## src/include/pac_pkg.sv

```systemverilog
//
// Contract
// - Fast flash 120 per minute, equal halves.
// - Trouble flash 20 per minute, equal halves.
// - Buzzer steady alarm, fast supervisory, slow trouble.
// - Option: building monitor sounds buzzer slowly.
// - Buzzer stops when non-latching cause clears.
// - Mains lamp lit only while mains good.
// - Alarm lamp flashes, steady when reviewed, till reset.
// - Supervisory lamp fast flash, steady acknowledged, off cleared.
// - Trouble lamp slow flash, steady reviewed, off cleared.
// - Monitor lamp slow flash while condition active.
// - Processor fault lamp slow flash when flagged.
// - Cancel lamp fast timing, steady cancelled, off expired.
// - Second stage lamp steady until reset.
// - Silence lamp slow flash while outputs silenced.
// - Ground fault lamp slow flash, off when clear.
// - Queues ranked alarm, supervisory, trouble, monitor.
// - Queue selection reverts after ten idle seconds.
// - Reset clears latches, outputs, drill, timers.
// - Reset ignored while silence inhibit runs.
// - Silence drops silenceable outputs; new alarm resounds.
// - Silence ignored during inhibit or drill.
// - Before timer expiry silence also cancels.
// - Drill drives configured outputs, no tie or relay.
// - Drill button toggles; real alarm cancels; lamp steady.
//
package pac_pkg;
    localparam int CLK_HZ = 10000000;
    localparam int FAST_PER_MIN = 120;
    localparam int SLOW_PER_MIN = 20;
    localparam int SEC_PER_MIN = 60;
    // Half period of each pattern, in clock cycles.
    localparam int FAST_HALF = CLK_HZ * SEC_PER_MIN / FAST_PER_MIN / 2;
    localparam int SLOW_HALF = CLK_HZ * SEC_PER_MIN / SLOW_PER_MIN / 2;
    localparam int IDLE_S = 10;
    localparam int IDLE_CYC = CLK_HZ * IDLE_S;
    localparam int CW = 32;
    localparam int NOUT = 8;
    localparam logic [1:0] Q_ALARM = 2'h0;
    localparam logic [1:0] Q_SUPV = 2'h1;
    localparam logic [1:0] Q_TRBL = 2'h2;
    localparam logic [1:0] Q_MON = 2'h3;
    localparam logic [NOUT-1:0] DRILL_MASK_RST = 8'hFF;
    typedef enum logic [3:0] {
        GT_IDLE = 4'h1,
        GT_RUN = 4'h2,
        GT_CANCEL = 4'h4,
        GT_EXPIRED = 4'h8
    } pac_gt_e;
endpackage

```

## src/rtl/pac_top.sv

```systemverilog
`timescale 1ns/1ns
module pac_top #(
    parameter int FAST_HALF_CYC = pac_pkg::FAST_HALF,
    parameter int SLOW_HALF_CYC = pac_pkg::SLOW_HALF,
    parameter int IDLE_TIMEOUT_CYC = pac_pkg::IDLE_CYC
) (
    input wire logic sys_clk,
    input wire logic nrst,
    input wire logic psel,
    input wire logic penable,
    input wire logic pwrite,
    input wire logic [11:0] paddr,
    input wire logic [31:0] pwdata,
    output logic [31:0] prdata,
    output logic pready,
    output logic pslverr,
    input wire logic alarm_in,
    input wire logic supv_latch_in,
    input wire logic supv_nonlatch_in,
    input wire logic trbl_latch_in,
    input wire logic trbl_nonlatch_in,
    input wire logic building_monitor_in,
    input wire logic cpu_fault_in,
    input wire logic ground_fault_in,
    input wire logic mains_ok_in,
    input wire logic ga_circuit_in,
    input wire logic gt_expire_in,
    input wire logic inhibit_run_in,
    input wire logic auto_silence_in,
    input wire logic btn_reset,
    input wire logic btn_silence,
    input wire logic btn_drill,
    input wire logic btn_second_stage,
    input wire logic btn_cancel,
    input wire logic btn_queue,
    input wire logic btn_ack_alarm,
    input wire logic btn_ack_supv,
    input wire logic btn_ack_trbl,
    output logic buzzer,
    output logic led_mains,
    output logic led_alarm,
    output logic led_supv,
    output logic led_trbl,
    output logic led_mon,
    output logic led_cpu,
    output logic led_drill,
    output logic led_cancel,
    output logic led_second_stage,
    output logic led_silence,
    output logic led_ground,
    output logic [1:0] queue_sel,
    output logic [pac_pkg::NOUT-1:0] notification_output,
    output logic city_tie,
    output logic alarm_relay,
    output logic supply_cycle,
    output logic gt_timer_run,
    output logic gt_timer_clear
);
    localparam logic [11:0] A_CFG = 12'h000;
    localparam logic [11:0] A_MAP = 12'h004;
    localparam logic [11:0] A_DRL = 12'h008;
    localparam logic [11:0] A_STS = 12'h00C;
    localparam int B_TWO = 0;
    localparam int B_MONBZ = 1;
    // ----------------------------------------------------------------
    // Input synchronisers
    // ----------------------------------------------------------------
    // Three stages; a level is accepted once stages two and three agree.
    localparam int NI = 24;
    logic [NI-1:0] raw;
    logic [NI-1:0] s1_ff, s2_ff, s3_ff, in_ff;
    logic [NI-1:0] nxt_s1, nxt_s2, nxt_s3, nxt_in;
    assign raw = {btn_ack_trbl, btn_ack_supv, btn_ack_alarm, btn_queue, btn_cancel,
                  btn_second_stage, btn_drill, btn_silence, btn_reset, auto_silence_in,
                  inhibit_run_in, gt_expire_in, ga_circuit_in, mains_ok_in, ground_fault_in,
                  cpu_fault_in, building_monitor_in, trbl_nonlatch_in, trbl_latch_in,
                  supv_nonlatch_in, supv_latch_in, alarm_in, 1'b0, 1'b0};
    always_comb begin
        nxt_s1 = raw;
        nxt_s2 = s1_ff;
        nxt_s3 = s2_ff;
        nxt_in = in_ff;
        for (int i = 0; i < NI; i++) begin
            if (s2_ff[i] == s3_ff[i]) begin
                nxt_in[i] = s3_ff[i];
            end
        end
    end
    always_ff @(posedge sys_clk) begin
        if (!nrst) begin
            s1_ff <= '0;
            s2_ff <= '0;
            s3_ff <= '0;
            in_ff <= '0;
        end else begin
            s1_ff <= nxt_s1;
            s2_ff <= nxt_s2;
            s3_ff <= nxt_s3;
            in_ff <= nxt_in;
        end
    end
    logic i_alm, i_sl, i_sn, i_tl, i_tn, i_mon, i_cpu, i_gnd, i_ac, i_gac, i_gexp, i_inh;
    logic i_asil;
    assign {i_asil, i_inh, i_gexp, i_gac, i_ac, i_gnd, i_cpu, i_mon, i_tn, i_tl, i_sn, i_sl,
            i_alm} = in_ff[14:2];
    // Buttons act on their press edge only.
    logic [21:0] bprev_ff, nxt_bprev;
    logic [8:0] bp;
    assign nxt_bprev = in_ff[23:2];
    assign bp = in_ff[23:15] & ~bprev_ff[21:13];
    logic p_rst, p_sil, p_drl, p_ss, p_can, p_q, p_aa, p_as, p_at;
    assign {p_at, p_as, p_aa, p_q, p_can, p_ss, p_drl, p_sil, p_rst} = bp;
    // ----------------------------------------------------------------
    // Flash prescaler
    // ----------------------------------------------------------------
    logic [31:0] fcnt_ff, scnt_ff, nxt_fcnt, nxt_scnt;
    logic fast_ff, slow_ff, nxt_fast, nxt_slow;
    always_comb begin
        nxt_fcnt = fcnt_ff + 32'h1;
        nxt_scnt = scnt_ff + 32'h1;
        nxt_fast = fast_ff;
        nxt_slow = slow_ff;
        if (fcnt_ff == 32'(FAST_HALF_CYC - 1)) begin
            nxt_fcnt = '0;
            nxt_fast = ~fast_ff;
        end
        if (scnt_ff == 32'(SLOW_HALF_CYC - 1)) begin
            nxt_scnt = '0;
            nxt_slow = ~slow_ff;
        end
    end
    // ----------------------------------------------------------------
    // Panel state
    // ----------------------------------------------------------------
    logic [31:0] cfg_ff, nxt_cfg;
    logic [pac_pkg::NOUT-1:0] map_ff, nxt_map, dmask_ff, nxt_dmask;
    logic alarm_ff, supvl_ff, trbll_ff, ga_ff, sil_ff, drill_ff, nxt_alarm, nxt_supvl;
    logic nxt_trbll, nxt_ga, nxt_sil, nxt_drill;
    logic arev_ff, srev_ff, trev_ff, nxt_arev, nxt_srev, nxt_trev;
    logic cyc_ff, nxt_cyc, clr_ff, nxt_clr;
    pac_pkg::pac_gt_e gt_ff, nxt_gt;
    logic [1:0] qsel_ff, nxt_qsel, best;
    logic [31:0] idle_ff, nxt_idle;
    logic man_ff, nxt_man;
    logic two, supv_any, trbl_any, do_rst, new_alarm;
    assign two = cfg_ff[B_TWO];
    assign supv_any = supvl_ff | i_sn;
    assign trbl_any = trbll_ff | i_tn;
    assign do_rst = p_rst & ~i_inh;
    assign new_alarm = (i_alm | (two & (i_gac | p_ss))) & ~do_rst;
    always_comb begin
        nxt_alarm = alarm_ff | new_alarm;
        nxt_supvl = supvl_ff | i_sl;
        nxt_trbll = trbll_ff | i_tl;
        nxt_ga = ga_ff;
        nxt_sil = sil_ff;
        nxt_drill = drill_ff;
        nxt_gt = gt_ff;
        nxt_arev = arev_ff | p_aa;
        nxt_srev = (srev_ff | p_as) & supv_any;
        nxt_trev = (trev_ff | p_at) & trbl_any;
        nxt_cyc = 1'b0;
        nxt_clr = 1'b0;
        if (i_alm & ~alarm_ff) begin
            nxt_arev = 1'b0;
        end
        if (two & alarm_ff & (i_gac | p_ss | (gt_ff == pac_pkg::GT_RUN & i_gexp))) begin
            nxt_ga = 1'b1;
        end
        unique case (gt_ff)
            pac_pkg::GT_IDLE: begin
                if (two & alarm_ff & ~ga_ff) begin
                    nxt_gt = pac_pkg::GT_RUN;
                end
            end
            pac_pkg::GT_RUN: begin
                if (i_gexp | ga_ff) begin
                    nxt_gt = pac_pkg::GT_EXPIRED;
                end else if (p_can | p_sil) begin
                    nxt_gt = pac_pkg::GT_CANCEL;
                end
            end
            pac_pkg::GT_CANCEL: begin
                if (ga_ff) begin
                    nxt_gt = pac_pkg::GT_EXPIRED;
                end
            end
            pac_pkg::GT_EXPIRED: begin
                nxt_gt = pac_pkg::GT_EXPIRED;
            end
        endcase
        if (alarm_ff & ~i_inh & ~drill_ff & (p_sil | i_asil)) begin
            nxt_sil = 1'b1;
            if (gt_ff == pac_pkg::GT_EXPIRED) begin
                nxt_clr = 1'b1;
            end
        end
        if (new_alarm & alarm_ff & ((i_alm & ~bprev_ff[0]) | p_ss)) begin
            nxt_sil = 1'b0;
        end
        if (i_alm & ~alarm_ff) begin
            nxt_sil = 1'b0;
        end
        if (p_drl) begin
            nxt_drill = ~drill_ff;
        end
        if (nxt_alarm) begin
            nxt_drill = 1'b0;
        end
        if (do_rst) begin
            nxt_alarm = 1'b0;
            nxt_supvl = 1'b0;
            nxt_trbll = 1'b0;
            nxt_ga = 1'b0;
            nxt_sil = 1'b0;
            nxt_drill = 1'b0;
            nxt_gt = pac_pkg::GT_IDLE;
            nxt_arev = 1'b0;
            nxt_srev = 1'b0;
            nxt_trev = 1'b0;
            nxt_cyc = 1'b1;
            nxt_clr = 1'b1;
        end
    end
    // ----------------------------------------------------------------
    // Queue selection
    // ----------------------------------------------------------------
    always_comb begin
        best = pac_pkg::Q_MON;
        if (trbl_any) begin
            best = pac_pkg::Q_TRBL;
        end
        if (supv_any) begin
            best = pac_pkg::Q_SUPV;
        end
        if (alarm_ff) begin
            best = pac_pkg::Q_ALARM;
        end
        nxt_qsel = qsel_ff;
        nxt_man = man_ff;
        nxt_idle = idle_ff;
        if (p_q) begin
            nxt_qsel = qsel_ff + 2'h1;
            nxt_man = 1'b1;
            nxt_idle = '0;
        end else if (man_ff) begin
            nxt_idle = idle_ff + 32'h1;
            if (idle_ff == 32'(IDLE_TIMEOUT_CYC - 1)) begin
                nxt_man = 1'b0;
            end
        end
        if (!man_ff || best < qsel_ff) begin
            nxt_qsel = best;
            if (best < qsel_ff) begin
                nxt_man = 1'b0;
            end
        end
    end
    // ----------------------------------------------------------------
    // Outputs
    // ----------------------------------------------------------------
    logic nxt_buz;
    logic [13:0] nxt_leds;
    logic [pac_pkg::NOUT-1:0] nxt_no;
    always_comb begin
        if (alarm_ff) begin
            nxt_buz = 1'b1;
        end else if (supv_any) begin
            nxt_buz = fast_ff;
        end else if (trbl_any | (cfg_ff[B_MONBZ] & i_mon)) begin
            nxt_buz = slow_ff;
        end else begin
            nxt_buz = 1'b0;
        end
        nxt_leds[0] = i_ac;
        nxt_leds[1] = alarm_ff & (arev_ff | fast_ff);
        nxt_leds[2] = supv_any & (srev_ff | fast_ff);
        nxt_leds[3] = trbl_any & (trev_ff | slow_ff);
        nxt_leds[4] = i_mon & slow_ff;
        nxt_leds[5] = i_cpu & slow_ff;
        nxt_leds[6] = drill_ff;
        nxt_leds[7] = two & ((gt_ff == pac_pkg::GT_RUN & fast_ff) |
                             gt_ff == pac_pkg::GT_CANCEL);
        nxt_leds[8] = two & ga_ff;
        nxt_leds[9] = sil_ff & slow_ff;
        nxt_leds[10] = i_gnd & slow_ff;
        nxt_leds[11] = alarm_ff & ~drill_ff;
        nxt_leds[13] = gt_ff == pac_pkg::GT_RUN;
        nxt_no = '0;
        if (alarm_ff) begin
            nxt_no = sil_ff ? ~map_ff : {pac_pkg::NOUT{1'b1}};
        end else if (drill_ff) begin
            nxt_no = dmask_ff;
        end
    end
    // ----------------------------------------------------------------
    // APB slave
    // ----------------------------------------------------------------
    logic [31:0] nxt_prdata;
    logic nxt_pready, nxt_pslverr, acc;
    assign acc = psel & penable & ~pready;
    always_comb begin
        nxt_cfg = cfg_ff;
        nxt_map = map_ff;
        nxt_dmask = dmask_ff;
        nxt_pready = psel & penable & ~pready;
        nxt_pslverr = 1'b0;
        nxt_prdata = '0;
        if (acc) begin
            unique case (paddr)
                A_CFG: nxt_prdata = cfg_ff;
                A_MAP: nxt_prdata = {24'h0, map_ff};
                A_DRL: nxt_prdata = {24'h0, dmask_ff};
                A_STS: nxt_prdata = {18'h0, gt_ff, queue_sel, drill_ff, sil_ff, ga_ff,
                                     trbll_ff, supvl_ff, alarm_ff};
                default: nxt_pslverr = 1'b1;
            endcase
        end
        if (psel & penable & pready & pwrite) begin
            unique case (paddr)
                A_CFG: nxt_cfg = {30'h0, pwdata[1:0]};
                A_MAP: nxt_map = pwdata[pac_pkg::NOUT-1:0];
                A_DRL: nxt_dmask = pwdata[pac_pkg::NOUT-1:0];
                default: nxt_cfg = cfg_ff;
            endcase
        end
    end
    always_ff @(posedge sys_clk) begin
        if (!nrst) begin
            bprev_ff <= '0;
            fcnt_ff <= '0;
            scnt_ff <= '0;
            fast_ff <= 1'b0;
            slow_ff <= 1'b0;
            cfg_ff <= '0;
            map_ff <= '0;
            dmask_ff <= pac_pkg::DRILL_MASK_RST;
            alarm_ff <= 1'b0;
            supvl_ff <= 1'b0;
            trbll_ff <= 1'b0;
            ga_ff <= 1'b0;
            sil_ff <= 1'b0;
            drill_ff <= 1'b0;
            arev_ff <= 1'b0;
            srev_ff <= 1'b0;
            trev_ff <= 1'b0;
            cyc_ff <= 1'b0;
            clr_ff <= 1'b0;
            gt_ff <= pac_pkg::GT_IDLE;
            qsel_ff <= pac_pkg::Q_MON;
            idle_ff <= '0;
            man_ff <= 1'b0;
            buzzer <= 1'b0;
            {alarm_relay, city_tie, led_ground, led_silence, led_second_stage, led_cancel,
             led_drill, led_cpu, led_mon, led_trbl, led_supv, led_alarm, led_mains} <= '0;
            gt_timer_run <= 1'b0;
            notification_output <= '0;
            prdata <= '0;
            pready <= 1'b0;
            pslverr <= 1'b0;
        end else begin
            bprev_ff <= nxt_bprev;
            fcnt_ff <= nxt_fcnt;
            scnt_ff <= nxt_scnt;
            fast_ff <= nxt_fast;
            slow_ff <= nxt_slow;
            cfg_ff <= nxt_cfg;
            map_ff <= nxt_map;
            dmask_ff <= nxt_dmask;
            alarm_ff <= nxt_alarm;
            supvl_ff <= nxt_supvl;
            trbll_ff <= nxt_trbll;
            ga_ff <= nxt_ga;
            sil_ff <= nxt_sil;
            drill_ff <= nxt_drill;
            arev_ff <= nxt_arev;
            srev_ff <= nxt_srev;
            trev_ff <= nxt_trev;
            cyc_ff <= nxt_cyc;
            clr_ff <= nxt_clr;
            gt_ff <= nxt_gt;
            qsel_ff <= nxt_qsel;
            idle_ff <= nxt_idle;
            man_ff <= nxt_man;
            buzzer <= nxt_buz;
            {alarm_relay, city_tie, led_ground, led_silence, led_second_stage, led_cancel,
             led_drill, led_cpu, led_mon, led_trbl, led_supv, led_alarm, led_mains}
                <= {nxt_leds[11], nxt_leds[11], nxt_leds[10:0]};
            gt_timer_run <= nxt_leds[13];
            notification_output <= nxt_no;
            prdata <= nxt_prdata;
            pready <= nxt_pready;
            pslverr <= nxt_pslverr;
        end
    end
    assign queue_sel = qsel_ff;
    assign supply_cycle = cyc_ff;
    assign gt_timer_clear = clr_ff;
endmodule // pac_top

```

## config.mk

```make
export PLATFORM = sky130hd
export DESIGN_NAME = pac_top
export DESIGN_NICKNAME = d
export VERILOG_FILES = /design/src/include/pac_pkg.sv /design/src/rtl/pac_top.sv
export SDC_FILE = /design/constraint.sdc
export NUM_CORES = 1
export LEC_CHECK = 0
export ABC_CLOCK_PERIOD_IN_PS = 1850
export BUFFER_PORTS_ARGS = -buffer_cell sky130_fd_sc_hd__buf_2
export CAP_MARGIN = 20
export CORE_MARGIN = 2
export CORE_UTILIZATION = 35
export CTS_BUF_LIST = sky130_fd_sc_hd__clkbuf_2
export DETAILED_ROUTE_END_ITERATION = 12
export PLACE_DENSITY = 0.55
export SETUP_SLACK_MARGIN = 0.02
export SLEW_MARGIN = 10
export SYNTH_ARGS = -nofsm -noshare
export SYNTH_HDL_FRONTEND = slang
export SYNTH_SLANG_ARGS = --single-unit
export TNS_END_PERCENT = 30
```

## constraint.sdc

```tcl
create_clock -name sys_clk -period 1.85 [get_ports sys_clk]
set_input_delay 0.0925 -clock sys_clk [delete_from_list [all_inputs] [get_ports sys_clk]]
set_output_delay 0.0925 -clock sys_clk [all_outputs]
set_load 0.01 [all_outputs]
```

* Word level (Yosys, flattened, before mapping) *
Index checks and enable logic that the tools add are counted.

word-level totals
  word-level logic and storage cells = 216
  flip-flop bits (word level) = 306
  input bits = 71

operators by class
  equal/unequal tests = 35
  bitwise logic cells = 65
  multiplexer cells = 27
  magnitude comparators = 1
  $add $sub $neg = 4
  reductions and logical operators = 17

operator list
  kind                     count
  $add A32 B1 Y32 const B  3
  $pmux W12 S4             1
  $and A1 B1 Y1            32
  $eq A32 B22 Y1 const B   1
  $eq A32 B24 Y1 const B   1
  $eq A32 B27 Y1 const B   1
  $eq A12 B4 Y1 const B    2
  $mux W8                  3
  $eq A1 B1 Y1             22
  $or A1 B1 Y1             20
  $mux W4                  4
  $pmux W4 S4              1
  $mux W1                  14
  $eq A12 B3 Y1 const B    1
  $logic_not A12 Y1        1
  $not A1 Y1               10
  $and A9 B9 Y9            1
  $not A9 Y9               1
  $mux W2                  4
  $not A8 Y8               1
  $reduce_and A2 Y1        4
  $reduce_or A2 Y1         4
  $reduce_or A4 Y1         2
  $reduce_or A3 Y1         2
  12 further kinds         13

* Logic depth before layout (Yosys ltp) *
  word-level depth = 9
  gate-level depth with buffers = 7
  gate-level depth less buffers = 6

* Least setup slack after synthesis *
No wires, ideal clock.

  path kind = register -> register
  from = register idle_ff[0]
  to = register idle_ff[20]
  arrival time = 1.887 ns
  setup slack = -0.108 ns
  path buffers = 1
  cell stages (with the launch flop) = 7
  period minus slack after synthesis = 1.958 ns
  cells stage by stage = dfxtp_1 -> ha_1 -> nand4_1 -> or4_1 -> buf_2 -> or3_1 -> a21oi_1

on the way
  longest elaborated chain between the ends = 1

ends and longest elaborated chain
  what                    line            text
  from (decl)             pac_top.sv:143  logic [31:0] idle_ff, nxt_idle;
  from (signal assigned)  pac_top.sv:383  idle_ff <= nxt_idle;
  $add A32 B1 Y32         pac_top.sv:247  nxt_idle = idle_ff + 32'h1;

Every way passes these cells.
A chain may end at the register's enable or synchronous reset.

* Final worst setup path *
  from = register fcnt_ff[1]
  to = register fcnt_ff[24]

on the way
  longest elaborated chain between the ends = 2
  elaborated cells on any way between the ends = 3
  those cells by class = add/sub (1); eq/ne (1); reduce/logical (1)

ends and longest elaborated chain
  what                                                                     line            text
  from (decl)                                                              pac_top.sv:116  logic [31:0] fcnt_ff, scnt_ff, nxt_fcnt, nxt_scnt;
  from (signal assigned)                                                   pac_top.sv:363  fcnt_ff <= nxt_fcnt;
  parallel branches: the longest is 2 deep, another holds $add A32 B1 Y32  -

Parallel ways; which one is timed is not known.

==> metrics.md <==
| Metric | Value |
|---|---|
| Die area | `0.03192 mm²` |
| GR peak layer | `met2` |
| Worst EP required | `2560 ps` |
| IO Pins | `132` |
| Final Hold Fails | `0` |
| Initial Utilization | `35.74%` |
| Post-synth cell types | `57` |
| CTS Buffer Depth | `3` |
| Seq cells post-synth | `268` |
| Total wire length | `26.90 mm` |
| Fin nets | `1533` |
| Hold Crit Start | `inhibit_run_in` |
| Sequential fraction of the synthesis area | `50.25%` |
| Critical path type | `reg2reg` |
| CTS Buf Count | `74` |
| Violated checks | `setup timing` |
| Final min period | `1873 ps` |
| Final Cell Area | `0.01386 mm²` |
| Number of synthesized flops with an enable pin | `0` |
| CP arrival | `2580 ps` |
| RD Place Congestion | `0.7828` |
| First-pass GRT wire length | `43.73 mm` |
| Post-Syn Area | `0.01068 mm²` |
| Die width | `178.7 µm` |
| Area grow syn2layout | `29.83%` |
| Top-area cell type share of the netlist area | `50.25%` |
| # rows | `63` |
| WHS Path Cells | `3` |
| Chip Height | `178.7 µm` |
| Clk sinks | `268` |
| Synthesis Warnings | `0` |
| Final HPWL DP | `17.20 mm` |
| Reg2reg start | `fcnt_ff[1]` |
| Crit-path max FO | `4` |
| Fmax achieved | `533.9 MHz` |
| Hold endpoint | `nxt_s2[13]` |
| Post-DR wirelength/cell | `14.20 µm` |
| H-tree level count | `3` |
| Worst IR Drop VDD | `0.0003624 V` |
| Setup TNS | `-34.16 ps` |
| Initial antenna violation count | `1` |
| Global-route usage over all layers | `16.64%` |
| Clock skew | `120.7 ps` |
| R2R Path End | `fcnt_ff[24]` |
| Vias/cell | `5.033` |
| RSZ-0062 raised after global routing | `true` |
| Fin util | `46.40%` |
| Residual DRC | `0` |
| Port Buf Inserts | `87` |
| Met2 Track Usage GR | `27.14%` |
| Clock Latency Late Sink | `840 ps` |
| Async SR Flop Fraction | `0%` |
| Synth Area per Inst | `9.134 µm²` |
| Worst setup margin | `-23.07 ps` |
| Core area | `0.02987 mm²` |
| Pre-antenna DRT Iters | `5` |
| Worst R2R Setup Slack | `-20 ps` |
| Top-count cell post-synth | `dfxtp_1` |
| DRT iter0 DRCs | `536` |
| Post-synthesis cell count | `1169` |
| Total gr overflow | `0` |
| Final setup vio count | `2` |
| Period utilisation layout | `101.2%` |
| Vias in the first global route | `9127` |
| Status | `finished with violations` |
| Tot Pwr | `10.45 mW` |
| Cell Area, Placed | `0.01213 mm²` |
| Max-slew violations | `0` |
| Post-synth top area cell | `dfxtp_1` |
| Worst Setup Start Kind | `flip-flop` |
| Filler cell count | `2947` |
| PwrDens | `754.1 mW/mm²` |
| Worst Hold Class | `in2reg` |
| Largest net degree at the start of global routing | `49` |
| Met1 usage | `21.71%` |
| Pleak | `5.329 nW` |
| Clk pin slew, worst setup/hold paths | `80 ps` |
| Vias post-DR | `9533` |
| Buffer type at the clock tree root | `clkbuf_2` |
| GRT met3 Usage | `3.986%` |
| CTS tree | `built` |
| Synth top area cells | `dfxtp_1, and2_1, a21oi_1` |
| Synth cell count leaders | `dfxtp_1, a21oi_1, nand2_1` |
| Ys flop type | `dfxtp_1` |
| Max Cap Viol | `0` |
| Worst R2R Path Depth | `6` |
| Min Hold Slack | `92.98 ps` |
| Layout cells sized above 1 | `26.35%` |
| Post-DRT Antenna Nets | `0` |
| Crit. End Element | `flip-flop` |
-- where the power goes --
group	leakage (nW)	total, mW	internal (mW)	switching (mW)
logic	2.67	0.486	0.246	0.240
clock network	0.478	4.09	1.63	2.46
registers	2.19	5.87	5.84	0.0357
-- area by class of cell --
| cell class | instances | area [µm²] | area share, % |
|---|---|---|---|
| sequential | 268 | 5405 | 38.99 |
| multi-input combinational | 812 | 5127 | 36.99 |
| timing repair buffer | 278 | 2118 | 15.28 |
| clock buffer | 102 | 510.5 | 3.682 |
| tap | 390 | 488.0 | 3.520 |
| clock inverter | 19 | 121.4 | 0.8754 |
| inverter | 24 | 90.09 | 0.6498 |
| antenna | 1 | 2.502 | 0.01805 |
-- worst max-delay path by stage --
| stage | start | to | slack [ps] |
|---|---|---|---|
| 2_1_floorplan | scnt_ff[0] | scnt_ff[2] | -10 |
| 3_3_place_gp | paddr[1] | dmask_ff[0] | -50 |
| 3_5_place_dp | paddr[1] | dmask_ff[5] | -60 |
| 4_1_cts | fcnt_ff[9] | fcnt_ff[26] | -40 |
| 5_1_grt | idle_ff[6] | idle_ff[16] | -70 |
| 6_report | fcnt_ff[1] | fcnt_ff[24] | -20 |
-- sequential cells by signal, summed over array words and instances (netlist names), 11 cells and up --
signal	count
prdata	12
scnt_ff	32
bprev_ff	11
nxt_s3	22
idle_ff	32
in_ff	22
nxt_s2	22
fcnt_ff	32
s3_ff	22
-- stage by stage --
stage | std cells | setup WS, ps
3_3_place_gp | 1687 | -46.97
3_5_place_dp | 1687 | -62.36
5_1_grt | 1894 | -75.00
2_1_floorplan | 1188 | -10.92
4_1_cts | 1885 | -44.89
6_report | 1894 | -23.07
-- placed cells by master (no fill, tap or decap), drive strengths merged, types with 10 or more instances in the layout --
| master | n |
|---|---|
| a21oi | 99 |
| and2 | 83 |
| and3 | 19 |
| and4 | 14 |
| buf | 203 |
| clkbuf | 102 |
| clkinv | 16 |
| conb | 20 |
| dfxtp | 268 |
| dlygate4sd3 | 75 |
| inv | 25 |
| mux2i | 20 |
| nand2 | 86 |
| nand3 | 49 |
| nand4 | 30 |
| nand4b | 10 |
| nor2 | 80 |
| nor3 | 16 |
| nor4 | 19 |
| nor4b | 12 |
| o21ai | 49 |
| o31ai | 47 |
| or3 | 20 |
| or4 | 48 |
| xnor2 | 19 |
| xor2 | 18 |
-- cell families (layout without fill, tap and decap cells) --
| logic type | Yosys count | after routing | synth area share (%) |
|---|---|---|---|
| flops | 268 | 268 | 50.25 |
| xor+xnor | 37 | 37 | 3.035 |
| other cells | 1 | 21 | 0.03512 |
| simple gates | 502 | 504 | 26.62 |
| mux | 23 | 23 | 2.402 |
| compound gates | 224 | 224 | 12.43 |
| fa+ha+maj | 4 | 4 | 0.4687 |
| buf+inv | 110 | 423 | 4.757 |
-- what timing repair did --
action                     in CTS  in global routing
hold buffers                   75                  0
cloned                          1                  3
resized for setup               8                 75
buffers inserted                1                  5
setup endpoints to repair      21                 67
pin swaps                      11                 28
hold endpoints to repair      161                  0
-- metal layers --
metal / part of all wire, % / routed length (µm)
met1: 48 / 12810
met2: 46 / 12370
met3: 5.1 / 1369
met4: 1.3 / 349
met5: 0 / 0
-- critical path: stages (launching register included) --
cell	delay, ps
dfxtp_4	370
ha_4	130
nand4_1	160
buf_4	200
or4_1	500
or3_1	330
a21oi_2	120
No activity file was read; power rests on OpenSTA's default activity.
